## config.mk

```make
export PLATFORM = sky130hd
export DESIGN_NAME = pcm_top
export DESIGN_NICKNAME = d
export VERILOG_FILES = /design/src/pcm_pkg.sv /design/src/pcm_top.sv
export SDC_FILE = /design/constraint.sdc
export NUM_CORES = 1
export LEC_CHECK = 0
export BUFFER_PORTS_ARGS = -buffer_cell sky130_fd_sc_hd__buf_4
export CAP_MARGIN = 10
export CORE_MARGIN = 8
export CORE_UTILIZATION = 60
export CTS_CLUSTER_SIZE = 28
export DETAILED_ROUTE_END_ITERATION = 12
export PLACE_DENSITY = 0.92
export SKIP_LAST_GASP = 1
export SYNTH_ARGS = -nofsm -noshare
export SYNTH_HDL_FRONTEND = slang
export SYNTH_SLANG_ARGS = --single-unit
```

## constraint.sdc

```tcl
create_clock -name aclk -period 11.71 [get_ports aclk]
set_input_delay 2.342 -clock aclk [delete_from_list [all_inputs] [get_ports aclk]]
set_output_delay 2.342 -clock aclk [all_outputs]
set_load 0.05 [all_outputs]
```

## src/pcm_pkg.sv

```systemverilog
// shared constants and carrier types of the pixel-correction and motor configuration bank
package pcm_pkg;
    // bus geometry
    localparam int unsigned AW          = 12;
    localparam int unsigned NREG        = 12;
    // register indices; byte address is four times the index
    localparam logic [7:0]  IDX_OFS_HI  = 8'h3e;
    localparam logic [7:0]  IDX_OFS_LO  = 8'h3f;
    localparam logic [7:0]  IDX_GAIN_HI = 8'h40;
    localparam logic [7:0]  IDX_GAIN_LO = 8'h41;
    localparam logic [7:0]  IDX_SRC_CFG = 8'h42;
    localparam logic [7:0]  IDX_KEEP_T  = 8'h43;
    localparam logic [7:0]  IDX_PERIOD  = 8'h44;
    localparam logic [7:0]  IDX_MOTOR   = 8'h45;
    localparam logic [7:0]  IDX_SCAN_HI = 8'h46;
    localparam logic [7:0]  IDX_SCAN_LO = 8'h47;
    localparam logic [7:0]  IDX_FAST_HI = 8'h48;
    localparam logic [7:0]  IDX_FAST_LO = 8'h49;
    // reset value of every register
    localparam logic [7:0]  REG_RST     = 8'h00;
    // source / shading config fields
    localparam int unsigned CFG_MUL_BYP = 0;
    localparam int unsigned CFG_GAIN_DR = 1;
    localparam int unsigned CFG_OFS_DR  = 2;
    localparam int unsigned CFG_DR_SIZE = 6;
    // motor mode fields
    localparam int unsigned MOT_MICRO   = 0;
    localparam int unsigned MOT_SENSE2  = 1;
    localparam int unsigned MOT_POL_A   = 2;
    localparam int unsigned MOT_POL_B   = 3;
    localparam int unsigned MOT_DRIVE   = 4;
    // gain scale 16384 = 2**14
    localparam int unsigned GAIN_SHIFT  = 14;
    localparam logic [8:0]  KEEP_BASE   = 9'h100;
    localparam logic [15:0] STEP_MIN    = 16'h0002;
    localparam logic [1:0]  MICRO_WRAP  = 2'h3;
    // bus answers
    localparam logic [1:0]  RESP_OKAY   = 2'h0;
    localparam logic [1:0]  RESP_SLVERR = 2'h2;

    typedef struct packed {
        logic          awvalid;
        logic [AW-1:0] awaddr;
        logic          wvalid;
        logic [31:0]   wdata;
        logic [3:0]    wstrb;
        logic          bready;
        logic          arvalid;
        logic [AW-1:0] araddr;
        logic          rready;
    } pcm_axi_req_t;

    typedef struct packed {
        logic          awready;
        logic          wready;
        logic          bvalid;
        logic [1:0]    bresp;
        logic          arready;
        logic          rvalid;
        logic [31:0]   rdata;
        logic [1:0]    rresp;
    } pcm_axi_rsp_t;

    typedef struct packed {
        logic          valid;
        logic [15:0]   data;
        logic [15:0]   dram_gain;
        logic [15:0]   dram_ofs;
    } pcm_pix_in_t;

    typedef struct packed {
        logic          valid;
        logic [15:0]   data;
    } pcm_pix_out_t;

    typedef struct packed {
        logic [3:0]    drv;
        logic [3:0]    oe;
        logic          micro_mode;
        logic          sense_two;
        logic          step;
    } pcm_motor_t;
endpackage

```

## src/pcm_top.sv

```systemverilog
// register bank, pixel correction, line skipping and motor stepping of the scanner slice
//
// Summary of operation
// - fixed offset comes from 0x3e high and 0x3f low when fixed source chosen
// - fixed gain comes from 0x40 high and 0x41 low when fixed source chosen
// - 0x42 bit0 low scales pixel by gain/16384; high bypasses multiplier
// - 0x42 bit1 picks gain source: 0 fixed pair, 1 per-pixel DRAM value
// - 0x42 bit2 picks offset source: 0 fixed pair, 1 per-pixel DRAM value
// - 0x43 holds t; keep 256-t lines of every m; t zero bypasses
// - 0x44 holds period m; m zero bypasses line skipping
// - 0x45 bit0 selects full-step (0) or microstepping (1)
// - 0x45 bit1 selects one-phase (0) or two-phase (1) current sensing
// - 0x45 bits 2,3 invert winding A and B outputs when set
// - 0x45 bit4 enables the four phase outputs; zero floats them
// - 0x46/0x47 give scanning microstep length in pixel periods
// - 0x48/0x49 give fast-feed microstep length; at least 2
//
// Implementation choice: the AXI4-Lite register port.
`timescale 1ns/1ns
module pcm_top
    import pcm_pkg::*;
(
    input  wire logic                  aclk,
    input  wire logic                  aresetn,
    input  wire pcm_pkg::pcm_axi_req_t axi_req,
    output      pcm_pkg::pcm_axi_rsp_t axi_rsp,
    input  wire pcm_pkg::pcm_pix_in_t  pix_in,
    output      pcm_pkg::pcm_pix_out_t pix_out,
    output      logic                  dram_large,
    input  wire logic                  line_end,
    output      logic                  line_done,
    output      logic                  line_store,
    input  wire logic                  motor_run,
    input  wire logic                  fast_feed,
    input  wire logic                  pixel_tick,
    output      pcm_pkg::pcm_motor_t   motor
);
    import pcm_pkg::*;

    // whole module state
    typedef struct packed {
        pcm_axi_rsp_t            rsp;
        logic                    aw_held;
        logic                    w_held;
        logic [AW-1:0]           waddr;
        logic [7:0]              wbyte;
        logic                    wlane;
        logic [NREG-1:0][7:0]    regs;
        pcm_pix_out_t            pix;
        logic [7:0]              line_cnt;
        logic                    line_done;
        logic                    line_store;
        logic [15:0]             step_cnt;
        logic [1:0]              micro_cnt;
        logic [1:0]              phase;
        pcm_motor_t              mot;
    } pcm_state_t;

    pcm_state_t st_r;
    pcm_state_t st_nxt;

    // address decode: {hit, register slot}
    function automatic logic [4:0] reg_map(input logic [AW-1:0] addr);
        logic [AW-3:0] word;
        logic [AW-3:0] slot;
        logic          hit;
        word = addr[AW-1:2];
        slot = word - {2'h0, IDX_OFS_HI};
        hit  = (addr[1:0] == 2'h0) && (word >= {2'h0, IDX_OFS_HI}) && (word <= {2'h0, IDX_FAST_LO});
        return {hit, slot[3:0]};
    endfunction

    // slot of a register index
    function automatic logic [3:0] slot_of(input logic [7:0] idx);
        logic [7:0] d;
        d = idx - IDX_OFS_HI;
        return d[3:0];
    endfunction

    // join a high and a low byte
    function automatic logic [15:0] word16(input logic [7:0] hi, input logic [7:0] lo);
        return {hi, lo};
    endfunction

    // combinational working values
    logic [4:0]  wmap;
    logic [4:0]  rmap;
    logic [7:0]  cfg;
    logic [7:0]  mcfg;
    logic [15:0] fix_ofs;
    logic [15:0] fix_gain;
    logic [15:0] ofs;
    logic [15:0] gain;
    logic [15:0] diff;
    logic [31:0] prod;
    logic [17:0] scaled;
    logic [15:0] corr;
    logic [7:0]  keep_t;
    logic [7:0]  period;
    logic [8:0]  keep_n;
    logic        skip_byp;
    logic [7:0]  cnt_inc;
    logic [15:0] size_raw;
    logic [15:0] size;
    logic [15:0] step_inc;
    logic        step_now;
    logic [3:0]  pattern;
    logic [3:0]  pol;

    always_comb begin
        st_nxt = st_r;

        // pair joining, always the latest bytes
        cfg      = st_r.regs[slot_of(IDX_SRC_CFG)];
        mcfg     = st_r.regs[slot_of(IDX_MOTOR)];
        fix_ofs  = word16(st_r.regs[slot_of(IDX_OFS_HI)], st_r.regs[slot_of(IDX_OFS_LO)]);
        fix_gain = word16(st_r.regs[slot_of(IDX_GAIN_HI)], st_r.regs[slot_of(IDX_GAIN_LO)]);
        keep_t   = st_r.regs[slot_of(IDX_KEEP_T)];
        period   = st_r.regs[slot_of(IDX_PERIOD)];

        // write address and data, taken in either order
        if (axi_req.awvalid && st_r.rsp.awready) begin
            st_nxt.aw_held = 1'b1;
            st_nxt.waddr   = axi_req.awaddr;
        end
        if (axi_req.wvalid && st_r.rsp.wready) begin
            st_nxt.w_held = 1'b1;
            st_nxt.wbyte  = axi_req.wdata[7:0];
            st_nxt.wlane  = axi_req.wstrb[0];
        end
        if (st_r.rsp.bvalid && axi_req.bready) begin
            st_nxt.rsp.bvalid = 1'b0;
        end
        // commit once both halves are held
        wmap = reg_map(st_r.waddr);
        if (st_r.aw_held && st_r.w_held && !st_r.rsp.bvalid) begin
            st_nxt.aw_held    = 1'b0;
            st_nxt.w_held     = 1'b0;
            st_nxt.rsp.bvalid = 1'b1;
            st_nxt.rsp.bresp  = wmap[4] ? RESP_OKAY : RESP_SLVERR;
            if (wmap[4] && st_r.wlane) begin
                st_nxt.regs[wmap[3:0]] = st_r.wbyte;
            end
        end
        st_nxt.rsp.awready = !st_nxt.aw_held && !st_nxt.rsp.bvalid;
        st_nxt.rsp.wready  = !st_nxt.w_held && !st_nxt.rsp.bvalid;

        // read channel, one at a time
        rmap = reg_map(axi_req.araddr);
        if (st_r.rsp.rvalid && axi_req.rready) begin
            st_nxt.rsp.rvalid = 1'b0;
        end
        if (axi_req.arvalid && st_r.rsp.arready) begin
            st_nxt.rsp.rvalid = 1'b1;
            st_nxt.rsp.rresp  = rmap[4] ? RESP_OKAY : RESP_SLVERR;
            st_nxt.rsp.rdata  = rmap[4] ? {24'h000000, st_r.regs[rmap[3:0]]} : 32'h00000000;
        end
        st_nxt.rsp.arready = !st_nxt.rsp.rvalid;

        // coefficient sources
        ofs  = cfg[CFG_OFS_DR] ? pix_in.dram_ofs : fix_ofs;
        gain = cfg[CFG_GAIN_DR] ? pix_in.dram_gain : fix_gain;

        // offset removal then shading gain, clamped to 16 bits
        diff   = (pix_in.data > ofs) ? (pix_in.data - ofs) : 16'h0000;
        prod   = {16'h0000, diff} * {16'h0000, gain};
        scaled = prod[GAIN_SHIFT +: 18];
        corr   = (scaled[17:16] != 2'h0) ? 16'hffff : scaled[15:0];
        st_nxt.pix.valid = pix_in.valid;
        st_nxt.pix.data  = cfg[CFG_MUL_BYP] ? diff : corr;

        // n out of m line skipping
        keep_n   = KEEP_BASE - {1'b0, keep_t};
        skip_byp = (keep_t == 8'h00) || (period == 8'h00);
        cnt_inc  = st_r.line_cnt + 8'h01;
        st_nxt.line_done  = line_end;
        st_nxt.line_store = 1'b0;
        if (line_end) begin
            st_nxt.line_store = skip_byp || ({1'b0, st_r.line_cnt} < keep_n);
            st_nxt.line_cnt   = (skip_byp || cnt_inc == period) ? 8'h00 : cnt_inc;
        end

        // microstep timing in pixel periods, never below two
        size_raw = fast_feed
                 ? word16(st_r.regs[slot_of(IDX_FAST_HI)], st_r.regs[slot_of(IDX_FAST_LO)])
                 : word16(st_r.regs[slot_of(IDX_SCAN_HI)], st_r.regs[slot_of(IDX_SCAN_LO)]);
        size     = (size_raw < STEP_MIN) ? STEP_MIN : size_raw;
        step_inc = st_r.step_cnt + 16'h0001;
        step_now = motor_run && pixel_tick && (step_inc >= size);
        st_nxt.mot.step = step_now;
        if (!motor_run) begin
            st_nxt.step_cnt  = 16'h0000;
            st_nxt.micro_cnt = 2'h0;
        end else if (pixel_tick) begin
            st_nxt.step_cnt = step_now ? 16'h0000 : step_inc;
        end
        // full step per step pulse, or one full step per four microsteps
        if (step_now) begin
            st_nxt.micro_cnt = st_r.micro_cnt + 2'h1;
            if (!mcfg[MOT_MICRO] || st_r.micro_cnt == MICRO_WRAP) begin
                st_nxt.phase = st_r.phase + 2'h1;
            end
        end

        // two-phase-on pattern, order {b_n, a_n, b, a}
        case (st_r.phase)
            2'h0:    pattern = 4'b0011;
            2'h1:    pattern = 4'b0110;
            2'h2:    pattern = 4'b1100;
            2'h3:    pattern = 4'b1001;
            default: pattern = 4'b0000;
        endcase
        if (!motor_run) begin
            pattern = 4'b0000;                                  // idle leaves windings off
        end
        pol = {mcfg[MOT_POL_B], mcfg[MOT_POL_A], mcfg[MOT_POL_B], mcfg[MOT_POL_A]};
        st_nxt.mot.drv        = pattern ^ pol;
        st_nxt.mot.oe         = {4{mcfg[MOT_DRIVE]}};
        st_nxt.mot.micro_mode = mcfg[MOT_MICRO];
        st_nxt.mot.sense_two  = mcfg[MOT_SENSE2];
    end

    // single state register, synchronous reset
    always_ff @(posedge aclk) begin
        if (!aresetn) begin
            st_r                 <= '0;
            st_r.regs            <= {NREG{REG_RST}};
            st_r.rsp.awready     <= 1'b1;
            st_r.rsp.wready      <= 1'b1;
            st_r.rsp.arready     <= 1'b1;
        end else begin
            st_r <= st_nxt;
        end
    end

    // outputs straight from the state register
    assign axi_rsp    = st_r.rsp;
    assign pix_out    = st_r.pix;
    assign line_done  = st_r.line_done;
    assign line_store = st_r.line_store;
    assign motor      = st_r.mot;
    assign dram_large = st_r.regs[slot_of(IDX_SRC_CFG)][CFG_DR_SIZE];
endmodule

```

# After elaboration in Yosys (flattened, before gate mapping)

Index checks and enable logic that the tools add are counted.
Widths: inputs -> output; s select.

Word-level logic and storage cells: 131
Flip-flop bits (word level): 215
Output and inout bits: 72
Bits of input ports: 120

Multipliers: 1
Magnitude comparators: 11
Muxes and demuxes: 29
Reductions and logical operators: 37
Equal/unequal tests: 6
Bitwise gates (word level): 1
Add/subtract/negate cells: 8

Operators with widths:

| operator              | number |
|---|---|
| $mux 16               | 8 |
| $bwmux 96             | 1 |
| $mux 35               | 1 |
| $bmux 8 s4            | 1 |
| $demux 8 s4           | 1 |
| $mul 16x16->32        | 1 |
| $mux 8                | 4 |
| $ge 10x6->1 const B   | 2 |
| $le 10x7->1 const B   | 2 |
| $logic_and 1x1->1     | 17 |
| $add 16x1->16 const B | 1 |
| $ge 16x16->1          | 1 |
| $gt 16x16->1          | 1 |
| $logic_not 8->1       | 2 |
| $lt 16x2->1 const B   | 1 |
| $pmux 4 s4            | 1 |
| $sub 16x16->16        | 1 |
| $lt 4x5->1 const B    | 2 |
| $mux 2                | 5 |
| $lt 8x9->1            | 1 |
| $sub 9x8->9 const A   | 1 |
| $add 8x1->8 const B   | 1 |
| $eq 8x8->1            | 1 |
| $mux 4                | 2 |
| other kinds (14)      | 34 |

# Longest topological paths before layout

Gate-level depths: netlist (run 1).

Word-level depth: 7
Gate-level depth with buffers: 38
Depth with buffers taken out: 33

# Worst setup path after synthesis (run 1)

OpenSTA, ideal clock, no wires.

Path type: input to register
Start point: in pix_in[0] (netlist bit)
End point: reg st_r (netlist bit pix_out[8])
Data required time: 11.561 ns
Path slack: 1.770 ns
Buffers on the path: 3
Library setup time: 0.149 ns
Arrival time: 9.791 ns
Cell stages on the path: 34
Cell sequence: mux2_2 ha_1 inv_1 fa_1 nand3_1 a2bb2oi_1 a221oi_2 o21ai_0 o31a_1 buf_2 buf_2 nand2_1 buf_2 nor2_1 fa_1 inv_1 fa_1 fa_1 fa_1 inv_1 fa_1 inv_1 fa_1 inv_1 ha_1 a21oi_1 o21ai_0 nor4_1 a211oi_4 a31oi_1 o21ai_1 a21oi_1 xor2_1 a221oi_2

Word-level cells in the longest chain between the ends: 7
Elaborated cells on any way between the ends: 8
Classes of those cells: 1 x add/sub; 1 x mul; 1 x order compare; 4 x mux; 1 x reduce/logical

RTL lines:

| item                                                  | line           | source |
|---|---|---|
| start, declared                                       | pcm_top.sv:27  | `input wire pcm_pkg::pcm_pix_in_t pix_in,` |
| $mux 16 (*)                                           | pcm_top.sv:161 | `ofs = cfg[CFG_OFS_DR] ? pix_in.dram_ofs : fix_ofs;` |
| $sub 16x16->16 / $gt 16x16->1 (equally long branches) | pcm_top.sv:165 | `diff = (pix_in.data > ofs) ? (pix_in.data - ofs) : 16'h0000;` |
| $mux 16 (*)                                           | pcm_top.sv:165 |  |
| $mul 16x16->32                                        | pcm_top.sv:166 | `prod = {16'h0000, diff} * {16'h0000, gain};` |
| $reduce_bool 2->1                                     | pcm_top.sv:168 | `corr = (scaled[17:16] != 2'h0) ? 16'hffff : scaled[15:0];` |
| $mux 16                                               | pcm_top.sv:168 |  |
| $mux 16 (*)                                           | pcm_top.sv:170 | `st_nxt.pix.data = cfg[CFG_MUL_BYP] ? diff : corr;` |
| end signal, assigned                                  | pcm_top.sv:232 | `st_r <= st_nxt;` |
| end, declared                                         | pcm_top.sv:59  | `pcm_state_t st_r;` |

Mark *: on every way between the ends. The rest lies on a longest branch, timed or not.
A chain may end at the register's enable or synchronous reset.

# Worst setup path in the final report (run 1)

Start point: in pix_in[0] (netlist bit)
End point: reg st_r (netlist bit pix_out[0])

The elaborated chain is that of the path after synthesis.

==> results.md, run 1 <==
* Setup fix buffers added after clock tree synthesis at 0
* Largest family of logic cells by synthesized area: adder cells
* Final hold vios at 0
* P&R area growth vs syn at 8.04%
* GPL Wtd Cong at 1.01
* Simple-gate share of the synthesized area at 17.0%
* Setup WS pre-CTS at 545 ps
* Mapped cell area at 18,600 um^2
* Post-synth EDFFs at 0
* Worst-margin pin slew at 1240 ps
* Port bufs at 138
* Syn_area_per_cell at 8.47 um^2
* DRT Wirelength at 51,500 um
* Worst VDD drop at 114 uV
* Tmin final at 10,830 ps
* Clk_lat worst skew at 440 ps
* Synthesis-stage register bit count at 189
* Max_slew headroom at 15.2%
* Total track usage at 28.2%
* CP max FO at 17
* Nets at 2,708
* Top_reg_cell synth: dfxtp_1
* Hold Crit Class: flip-flop to flip-flop
* CTS resizes at 0
* Layout cells sized above 1 at 11.2%
* Status: complete, no violations
* Initial antenna violation count at 0
* CTS HTree Levels at 4
* Worst Hold Slack at 451 ps
* Crit-path most repeated cell: fa_1
* Worst path slowest cell: fa_1
* Commonest cells after routing, fill and taps aside: 382 x nand2_1, 276 x inv_1, 194 x fa_1
* Area fraction of the dominant cell type after synthesis at 20.8%
* Initial core utilization at 60.9%
* Fin util at 65.8%
* Num CTS Buffers at 17
* Synth Area in Compound Gates at 10.7%
* Die area at 37,000 um^2
* Period utilization at 92.5%
* Synth Instances at 2,200
* GRT Residual Overflow at 0
* Area of the multi-input gates at 13,000 um^2
* Placeable Area at 30,600 um^2
* Die Y at 192 um
* Die Width at 192 um
* Pwr/cell area at 72.4 nW/um^2
* Area contributors post-synth: fa_1 21%, dfxtp_1 20%, ha_1 10%, nand2_1 7.7%, inv_1 5.6%
* FP Rows at 64
* Sink Count at 189
* First-pass GRT wire length at 83,300 um
* Startpoint types: primary input
* Reg area at 3780 um^2
* Fillers at 2,324
* Vias per cell at 6.05
* Critical path class: primary input to flip-flop
* DRT iter0 DRCs at 1,789
* CP max stage delay at 580 ps
* CP required at 11,980 ps
* Vias in the first global route at 16,728
* Post-synth cell types at 75
* Clk buf depth at 2
* Most common cell after layout, fill and taps aside: nand2_1
* Final Max Slew Viols at 0
* Final setup margin at 880 ps
* Endpoints failing setup at 0
* Wire per inst at 19.4 um
* RSZ-0062 raised after global routing: no
* Clock skew at 13.0 ps
* Post-synthesis mux area share at 7.58%
* Sum Neg Setup Slack at 0 ps
* Post-route ant nets at 0
* Maxcap violations at 0
* XOR/XNOR Fraction of Synth Area at 3.01%
* Leakage at 8.96 nW
* DR vias at 16,052
* Reg clk slew, reported paths at 70 ps
* Top Ports at 192
* TritonCTS clock tree: built
* ANT cells at 0
* Dpl hpwl at 40,500 um
* Hold Buf Count CTS at 0
* Post-synth ARST share at 0%
* Fmax at 0.0923 GHz
* DRC Markers at 0
* Setup crit end kind: flip-flop
* Synth warn at 0
* 1st-pass router iterations at 6
* CP Data Arrival Time at 11,100 ps
* Largest net degree at the start of global routing at 97
* Seq/Total Area, Yosys at 20.3%
* Synth Area in Adders at 31.0%
* Clock root buffer: clkbuf_16
* Largest area contributor in the netlist: fa_1
==> registers in the layout, summed over array words and instances (netlist names) <==
name        flops
axi_rsp        15
cfg             8
fix_gain       16
fix_ofs        16
keep_t          8
line_done       1
line_store      1
mcfg            8
motor           8
period          8
pix_out        17
st_r           83
==> Yosys cell counts (all sizes together) (10+ instances only) <==
library cell,number
xor2,25
and3,10
nor3,17
a21o,17
mux2i,70
o22ai,15
a211oi,11
inv,277
o21ai,35
ha,151
a221oi,13
nor2,195
mux4,24
nand2b,20
xnor2,39
nand4,20
mux2,15
and2,27
nand3,27
fa,194
buf,84
a21oi,158
dfxtp,189
nor2b,13
nand2,382
clkbuf,80
==> through the flow <==
stage / power, mW / cells / cell area, um^2
3_5_place_dp: 0.898 / 2619 / 19600
2_1_floorplan: 0.821 / 2225 / 18700
3_3_place_gp: 0.892 / 2619 / 19600
6_report: 1.46 / 2652 / 20100
5_1_grt: 1.50 / 2652 / 20100
4_1_cts: 1.46 / 2651 / 20100
==> power by group <==
part	leakage [nW]	switching (mW)	internal (mW)	total, mW
clock	0.276	0.283	0.284	0.567
combinational	7.15	0.154	0.0694	0.224
sequential	1.53	0.0163	0.652	0.668
==> critical path, delay by kind of cell <==
| family | cells | cell delay (ps) |
|---|---|---|
| multiplexers | 1 | 270 |
| buffers and inverters | 6 | 590 |
| adder cells (fa/ha/maj) | 9 | 3770 |
| AO/OA/AOI/OAI | 9 | 2800 |
| AND/OR/NAND/NOR | 6 | 1280 |
==> per-layer routing <==
layer  global-route usage [%]  wire length, um  vias to the layer above
met5                        0                0                        -
met4                     19.5             3670                        0
met3                     5.96             4870                      266
met2                     47.2            24700                      980
met1                     31.9            18200                     7662
li1                         -                -                     7144
==> final timing paths <==
| check | startpoint | to | slack [ps] | cells past startpoint |
|---|---|---|---|---|
| setup / recovery | pix_in[0] | pix_out[0] | 880 | 31 |
| hold / removal | mcfg[5] | mcfg[5] | 450 | 2 |
| setup reg to reg | cfg[2] | pix_out[0] | 1720 | 30 |
| hold reg to reg | mcfg[5] | mcfg[5] | 450 | 2 |
==> logic make-up after synthesis <==
logic type | Yosys count
fa+ha+maj | 345
flops | 189
xor+xnor | 64
mux | 109
simple gates | 742
compound gates | 308
other cells | 1
buf+inv | 442
==> area by class of cell <==
class,instances,area share [%]
Tap cell,396,2.46
Inverter,278,5.19
Timing Repair Buffer,163,6.06
Multi-Input combinational cell,1594,64.6
Sequential cell,189,18.8
Clock buffer,18,2.13
Clock inverter,14,0.739
(Power assumes the default switching activity.)
==> run 2, diff against run 1 <==
- TNS_END_PERCENT: default -> 10
- clock period: 11.71 -> 13.4 ns (I/O delays scaled with it)
==> run 2 against run 1 <==
Flip-flop and latch count unchanged. Critical path depth up 1. Non-clock buffer count down 17. Largest cell class unchanged. Die area unchanged. Final area down 0.39%. Sequential share of layout area up 0.074 points. Routed wire length up 0.70%. Combinational power down 16%. Setup slack better by 800 ps.
==> results.md, run 2 (same netlist as run 1, synthesis figures left out) <==
* Layout cells sized above 1 at 10.7% (was 11.2%)
* RSZ-0062 raised after global routing: no (unchanged)
* Port bufs at 138 (unchanged)
* Final Max Slew Viols at 0 (unchanged)
* Dpl hpwl at 40,300 um (was 40,500 um)
* Crit-path most repeated cell: fa_1 (unchanged)
* Vias in the first global route at 16,808 (was 16,728)
* Clock root buffer: clkbuf_16 (unchanged)
* Leakage at 8.90 nW (was 8.96 nW)
* Clk buf depth at 2 (unchanged)
* Period utilization at 87.5%
* Reg clk slew, reported paths at 80 ps (was 70 ps)
* Die area at 37,000 um^2 (unchanged)
* Sink Count at 189 (unchanged)
* DRT Wirelength at 51,800 um (was 51,500 um)
* Switching power at 0.405 mW (was 0.453 mW)
* Status: complete, no violations (unchanged)
* Clock skew at 11.7 ps (was 13.0 ps)
* Initial antenna violation count at 0 (unchanged)
* Worst path slowest cell: and2_1 (was fa_1)
* Largest net degree at the start of global routing at 113 (was 97)
* DR vias at 15,996 (was 16,052)
* Fmax at 0.0853 GHz
* Placeable Area at 30,600 um^2 (unchanged)
* Hold Path Depth at 2 (unchanged)
* Maxcap violations at 0 (unchanged)
* Worst VDD drop at 96.4 uV (was 114 uV)
* Initial core utilization at 60.9% (unchanged)
* FP Rows at 64 (unchanged)
* P&R area growth vs syn at 7.62% (was 8.04%)
* Buf/Inv on CP at 7 (was 6)
* Commonest cells after routing, fill and taps aside: 382 x nand2_1, 276 x inv_1, 194 x fa_1 (unchanged)
* Final hold vios at 0 (unchanged)
* CTS resizes at 0 (unchanged)
* Fin util at 65.6% (was 65.8%)
* Setup crit end kind: flip-flop (unchanged)
* Reg-to-reg endpoint: pix_out[0] (unchanged)
* Wire per inst at 19.7 um (was 19.4 um)
* ANT cells at 0 (unchanged)
* Hold Crit Class: flip-flop to flip-flop (unchanged)
* Endpoints failing setup at 0 (unchanged)
* Tmin final at 11,720 ps
* Startpoint types: primary input (unchanged)
* Die Width at 192 um (unchanged)
* Most common cell after layout, fill and taps aside: nand2_1 (unchanged)
* Reg2reg start: cfg[2] (unchanged)
* Max FFs per register at 83 (unchanged)
* Total power at 1.30 mW (was 1.46 mW)
* HP Start: st_r[173] (was mcfg[5])
* Top Ports at 192 (unchanged)
* Reg2Reg Setup Slack at 2840 ps (was 1720 ps)
* Hold Path End: st_r[173] (was mcfg[5])
* CP max FO at 24 (was 17)
* Pwr/cell area at 64.8 nW/um^2 (was 72.4 nW/um^2)
* First-pass GRT wire length at 83,000 um (was 83,300 um)
* CP Data Arrival Time at 11,980 ps (was 11,100 ps)
* Die Y at 192 um (unchanged)
* CP max stage delay at 600 ps (was 580 ps)
* Clock power frac at 40.6% (was 38.9%)
* Worst R2R Path Depth at 31 (was 30)
* Setup fix buffers added after clock tree synthesis at 0 (unchanged)
* Reg area at 3780 um^2 (unchanged)
* Sequential group share of total power at 44.9% (was 45.8%)
* Clk_lat worst skew at 450 ps (was 440 ps)
* Combinational share of power at 14.5% (was 15.3%)
* Num CTS Buffers at 17 (unchanged)
* Vias per cell at 6.07 (was 6.05)
* Most flops, register: st_r (unchanged)
* Worst-margin pin slew at 1220 ps (was 1240 ps)
* Setup WS pre-CTS at 1430 ps (was 545 ps)
* CP required at 13,660 ps (was 11,980 ps)
* CP top delay family: adder cells (unchanged)
* 1st-pass router iterations at 6 (unchanged)
* Sum Neg Setup Slack at 0 ps (unchanged)
* GRT Residual Overflow at 0 (unchanged)
* Total track usage at 28.3% (was 28.2%)
* CTS HTree Levels at 4 (unchanged)
* Final setup margin at 1680 ps (was 880 ps)
* DRC Markers at 0 (unchanged)
* Hold Buf Count CTS at 0 (unchanged)
* Critical path class: primary input to flip-flop (unchanged)
* Area of the multi-input gates at 13,000 um^2 (about the same)
* Max_slew headroom at 18.7% (was 15.2%)
* DRT iter0 DRCs at 1,829 (was 1,789)
* Fillers at 2,292 (was 2,324)
* Sw frac at 31.2% (was 31.1%)
* Int Power at 0.895 mW (was 1.01 mW)
* Nets at 2,691 (was 2,708)
* Post-route ant nets at 0 (unchanged)
* GPL Wtd Cong at 0.976 (was 1.01)
* TritonCTS clock tree: built (unchanged)
[run 2: cell types whose count changed in the layout (fill, tap and decap cells not counted), moves of 2 or more]
cell / before / now
inv_12: 0 / 3
clkinv_8: 4 / 1
clkinvlp_4: 2 / 0
inv_6: 6 / 1
clkinv_4: 0 / 4
inv_8: 1 / 4
buf_4: 162 / 146
[run 2: final cells by class]
type | instances | area share [%]
multi-input cells | 1594 | 64.9
flip-flops and latches | 189 | 18.9
repair buffers | 146 | 5.46
inverters | 278 | 5.21
well taps | 396 | 2.47
clock buffers | 17 | 2.12
clock inverters | 15 | 0.942
[run 2: how the worst max path moves through the flow]
stage,from,slack (ps),end,depth (start not counted)
final,pix_in[0],1680,pix_out[0],32
after detailed placement,pix_in[0],1430,pix_out[0],32
after CTS,pix_in[0],1900,pix_out[0],32
after global routing,pix_in[0],1230,pix_out[0],32
after floorplan,pix_in[0],3120,pix_out[7],34
after global placement,pix_in[0],1700,pix_out[0],32
[run 2: power by group through the flow]
stage               combinational (mW)  sequential [mW]  clock (mW)
floorplan                        0.129            0.588           0
global placement                 0.177            0.596           0
detailed placement               0.181            0.597           0
CTS                              0.181            0.583       0.529
global route                     0.196            0.585       0.554
finish                           0.188            0.584       0.528
[run 2: worst register-to-register path: cells and delay by family, from the launching register on]
| kind | cells | cell delay (ps) |
|---|---|---|
| buffers and inverters | 6 | 840 |
| flip-flops | 1 | 1000 |
| multiplexers | 1 | 450 |
| adder cells (fa/ha/maj) | 9 | 3820 |
| AND/OR/NAND/NOR | 6 | 1400 |
| AO/OA/AOI/OAI | 9 | 2850 |
[run 2: per-stage QoR]
stage          cell area (um^2)  std cells  hold slack (ps)
3_3_place_gp              19400       2603              436
3_5_place_dp              19400       2603              450
5_1_grt                   20100       2635              483
2_1_floorplan             18700       2225              429
4_1_cts                   20100       2635              460
6_report                  20100       2635              459
[run 2: routing by layer]
metal / wire [um] / part of all wire [%] / vias to the layer above / GRT usage, %
li1: - / - / 7113 / -
met1: 18100 / 35 / 7644 / 32.0
met2: 25300 / 49 / 960 / 48.0
met3: 4790 / 9.2 / 279 / 4.92
met4: 3590 / 6.9 / 0 / 19.7
met5: 0 / 0 / - / 0
==> run 3, diff against run 2 <==
- CELL_PAD_IN_SITES_DETAIL_PLACEMENT: default -> 0
- CELL_PAD_IN_SITES_GLOBAL_PLACEMENT: default -> 2
- CORE_UTILIZATION: 60 -> 40
- PLACE_DENSITY: 0.92 -> 0.95
==> run 3 against run 2 <==
Cell count up 8.3%. Sequential share of layout area fell by 0.27 points. Total power shrank 2.0%. Largest cell class unchanged.
==> results.md, run 3 (same netlist as run 1, synthesis figures left out) <==
* Status: complete, no violations (unchanged)
* DRT iter0 DRCs at 877 (was 1,829)
* CTS HTree Levels at 4 (unchanged)
* Wire per inst at 18.6 um (was 19.7 um)
* Reg area at 3780 um^2 (unchanged)
* Vias per cell at 5.26 (was 6.07)
* Period utilization at 87.6% (was 87.5%)
* Commonest cells after routing, fill and taps aside: 382 x nand2_1, 276 x inv_1, 194 x fa_1 (unchanged)
* Die Width at 232 um (was 192 um)
* CP top delay family: adder cells (unchanged)
* P&R area growth vs syn at 9.18% (was 7.62%)
* Clock skew at 10.2 ps (was 11.7 ps)
* Reg2Reg Setup Slack at 3170 ps (was 2840 ps)
* GRT Residual Overflow at 0 (unchanged)
* Final cell count without fillers at 2,854 (was 2,635)
* DR vias at 15,023 (was 15,996)
* TritonCTS clock tree: built (unchanged)
* CTS resizes at 0 (unchanged)
* Setup fix buffers added after clock tree synthesis at 0 (unchanged)
* Placeable Area at 46,300 um^2 (was 30,600 um^2)
* Clk_lat worst skew at 450 ps (about the same)
* Setup crit end kind: flip-flop (unchanged)
* CP required at 13,680 ps (was 13,660 ps)
* Fmax at 0.0852 GHz (was 0.0853 GHz)
* Placed cells at 2,822 (was 2,603)
* Leakage at 8.91 nW (was 8.90 nW)
* Hold Buf Count CTS at 0 (unchanged)
* Layout cells sized above 1 at 11.0% (was 10.7%)
* Top Ports at 192 (unchanged)
* Fillers at 4,610 (was 2,292)
* Worst-margin pin slew at 1110 ps (was 1220 ps)
* Most common cell after layout, fill and taps aside: nand2_1 (unchanged)
* Pwr/cell area at 62.6 nW/um^2 (was 64.8 nW/um^2)
* Worst path slowest cell: o31a_1 (was and2_1)
* Clock root buffer: clkbuf_16 (unchanged)
* Nets at 2,699 (was 2,691)
* ANT cells at 0 (unchanged)
* Clk buf depth at 2 (unchanged)
* CP Data Arrival Time at 12,010 ps (was 11,980 ps)
* Total power at 1.27 mW (was 1.30 mW)
* Final hold vios at 0 (unchanged)
* Maxcap violations at 0 (unchanged)
* Largest net degree at the start of global routing at 83 (was 113)
* Initial antenna violation count at 0 (unchanged)
* Vias in the first global route at 15,867 (was 16,808)
* Dpl hpwl at 42,300 um (was 40,300 um)
* Area of the multi-input gates at 13,000 um^2 (about the same)
* RSZ-0062 raised after global routing: no (unchanged)
* Most flops, register: st_r (unchanged)
* Initial core utilization at 40.3% (was 60.9%)
* Reg2reg start: cfg[2] (unchanged)
* Tmin final at 11,740 ps (was 11,720 ps)
* Crit-path most repeated cell: fa_1 (unchanged)
* Hold Path Depth at 2 (unchanged)
* Critical path class: primary input to flip-flop (unchanged)
* Num CTS Buffers at 17 (unchanged)
* GPL Wtd Cong at 0.908 (was 0.976)
* Sink Count at 189 (unchanged)
* 1st-pass router iterations at 7 (was 6)
* Worst path depth at 32 (unchanged)
* Buf/Inv on CP at 7 (unchanged)
* Final Max Slew Viols at 0 (unchanged)
* Startpoint types: primary input (unchanged)
* Crit path from: pix_in[0] (unchanged)
* Reg clk slew, reported paths at 70 ps (was 80 ps)
* First-pass GRT wire length at 85,400 um (was 83,000 um)
* HP Start: mcfg[6] (was st_r[173])
* Die Y at 232 um (was 192 um)
* Sum Neg Setup Slack at 0 ps (unchanged)
* Worst VDD drop at 83.1 uV (was 96.4 uV)
* FP Rows at 79 (was 64)
* DRC Markers at 0 (unchanged)
* Total track usage at 20.1% (was 28.3%)
* Hold Crit Class: flip-flop to flip-flop (unchanged)
* Max_slew headroom at 25.5% (was 18.7%)
* Endpoints failing setup at 0 (unchanged)
* Worst R2R Path Depth at 32 (was 31)
* Die area at 53,800 um^2 (was 37,000 um^2)
* Post-route ant nets at 0 (unchanged)
* Max FFs per register at 83 (unchanged)
* CP max FO at 26 (was 24)
* Fin util at 44.0% (was 65.6%)
* CP max stage delay at 760 ps (was 600 ps)
* Port bufs at 138 (unchanged)
* DRT Wirelength at 53,100 um (was 51,800 um)
==> run 3: cell type report <==
cell class                      count  share of cell area (%)
Clock buffer                       17                    2.09
Sequential cell                   189                    18.6
Multi-Input combinational cell   1594                    64.0
Clock inverter                     15                   0.756
Tap cell                          607                    3.73
Inverter                          278                    5.14
Timing Repair Buffer              154                    5.68
==> run 3: metal layers <==
metal | wire [um] | track usage (%)
met1 | 21900 | 24.7
met2 | 26000 | 34.5
met3 | 3110 | 3.07
met4 | 2060 | 8.64
met5 | 0 | 0
==> run 3: power by group <==
group	internal [mW]	leakage (nW)	switching, mW	total (mW)
logic	0.0555	7.11	0.136	0.191
registers	0.569	1.53	0.0150	0.584
clock network	0.246	0.266	0.251	0.498
==> run 3: worst reg2reg max path, delay by kind of cell (launching register included) <==
family,cells,cell delay [ps]
adders and majority gates,9,3630
muxes,1,400
and+or+nand+nor,6,1590
AOI/OAI and AO/OA,9,3130
DFF,1,400
buffers and inverters,7,890
==> run 3: final timing paths <==
path                endpoint
hold reg to reg      mcfg[6]
setup reg to reg  pix_out[1]
hold / removal       mcfg[6]
setup / recovery  pix_out[1]
==> run 3: stage by stage <==
step	area [um^2]	worst slack [ps]	hold WS (ps)
finish	20400	1660	454
global route	20400	1160	470
CTS	20400	1640	452
detailed placement	19800	1160	442
global placement	19800	1360	435
floorplan	18700	3120	429
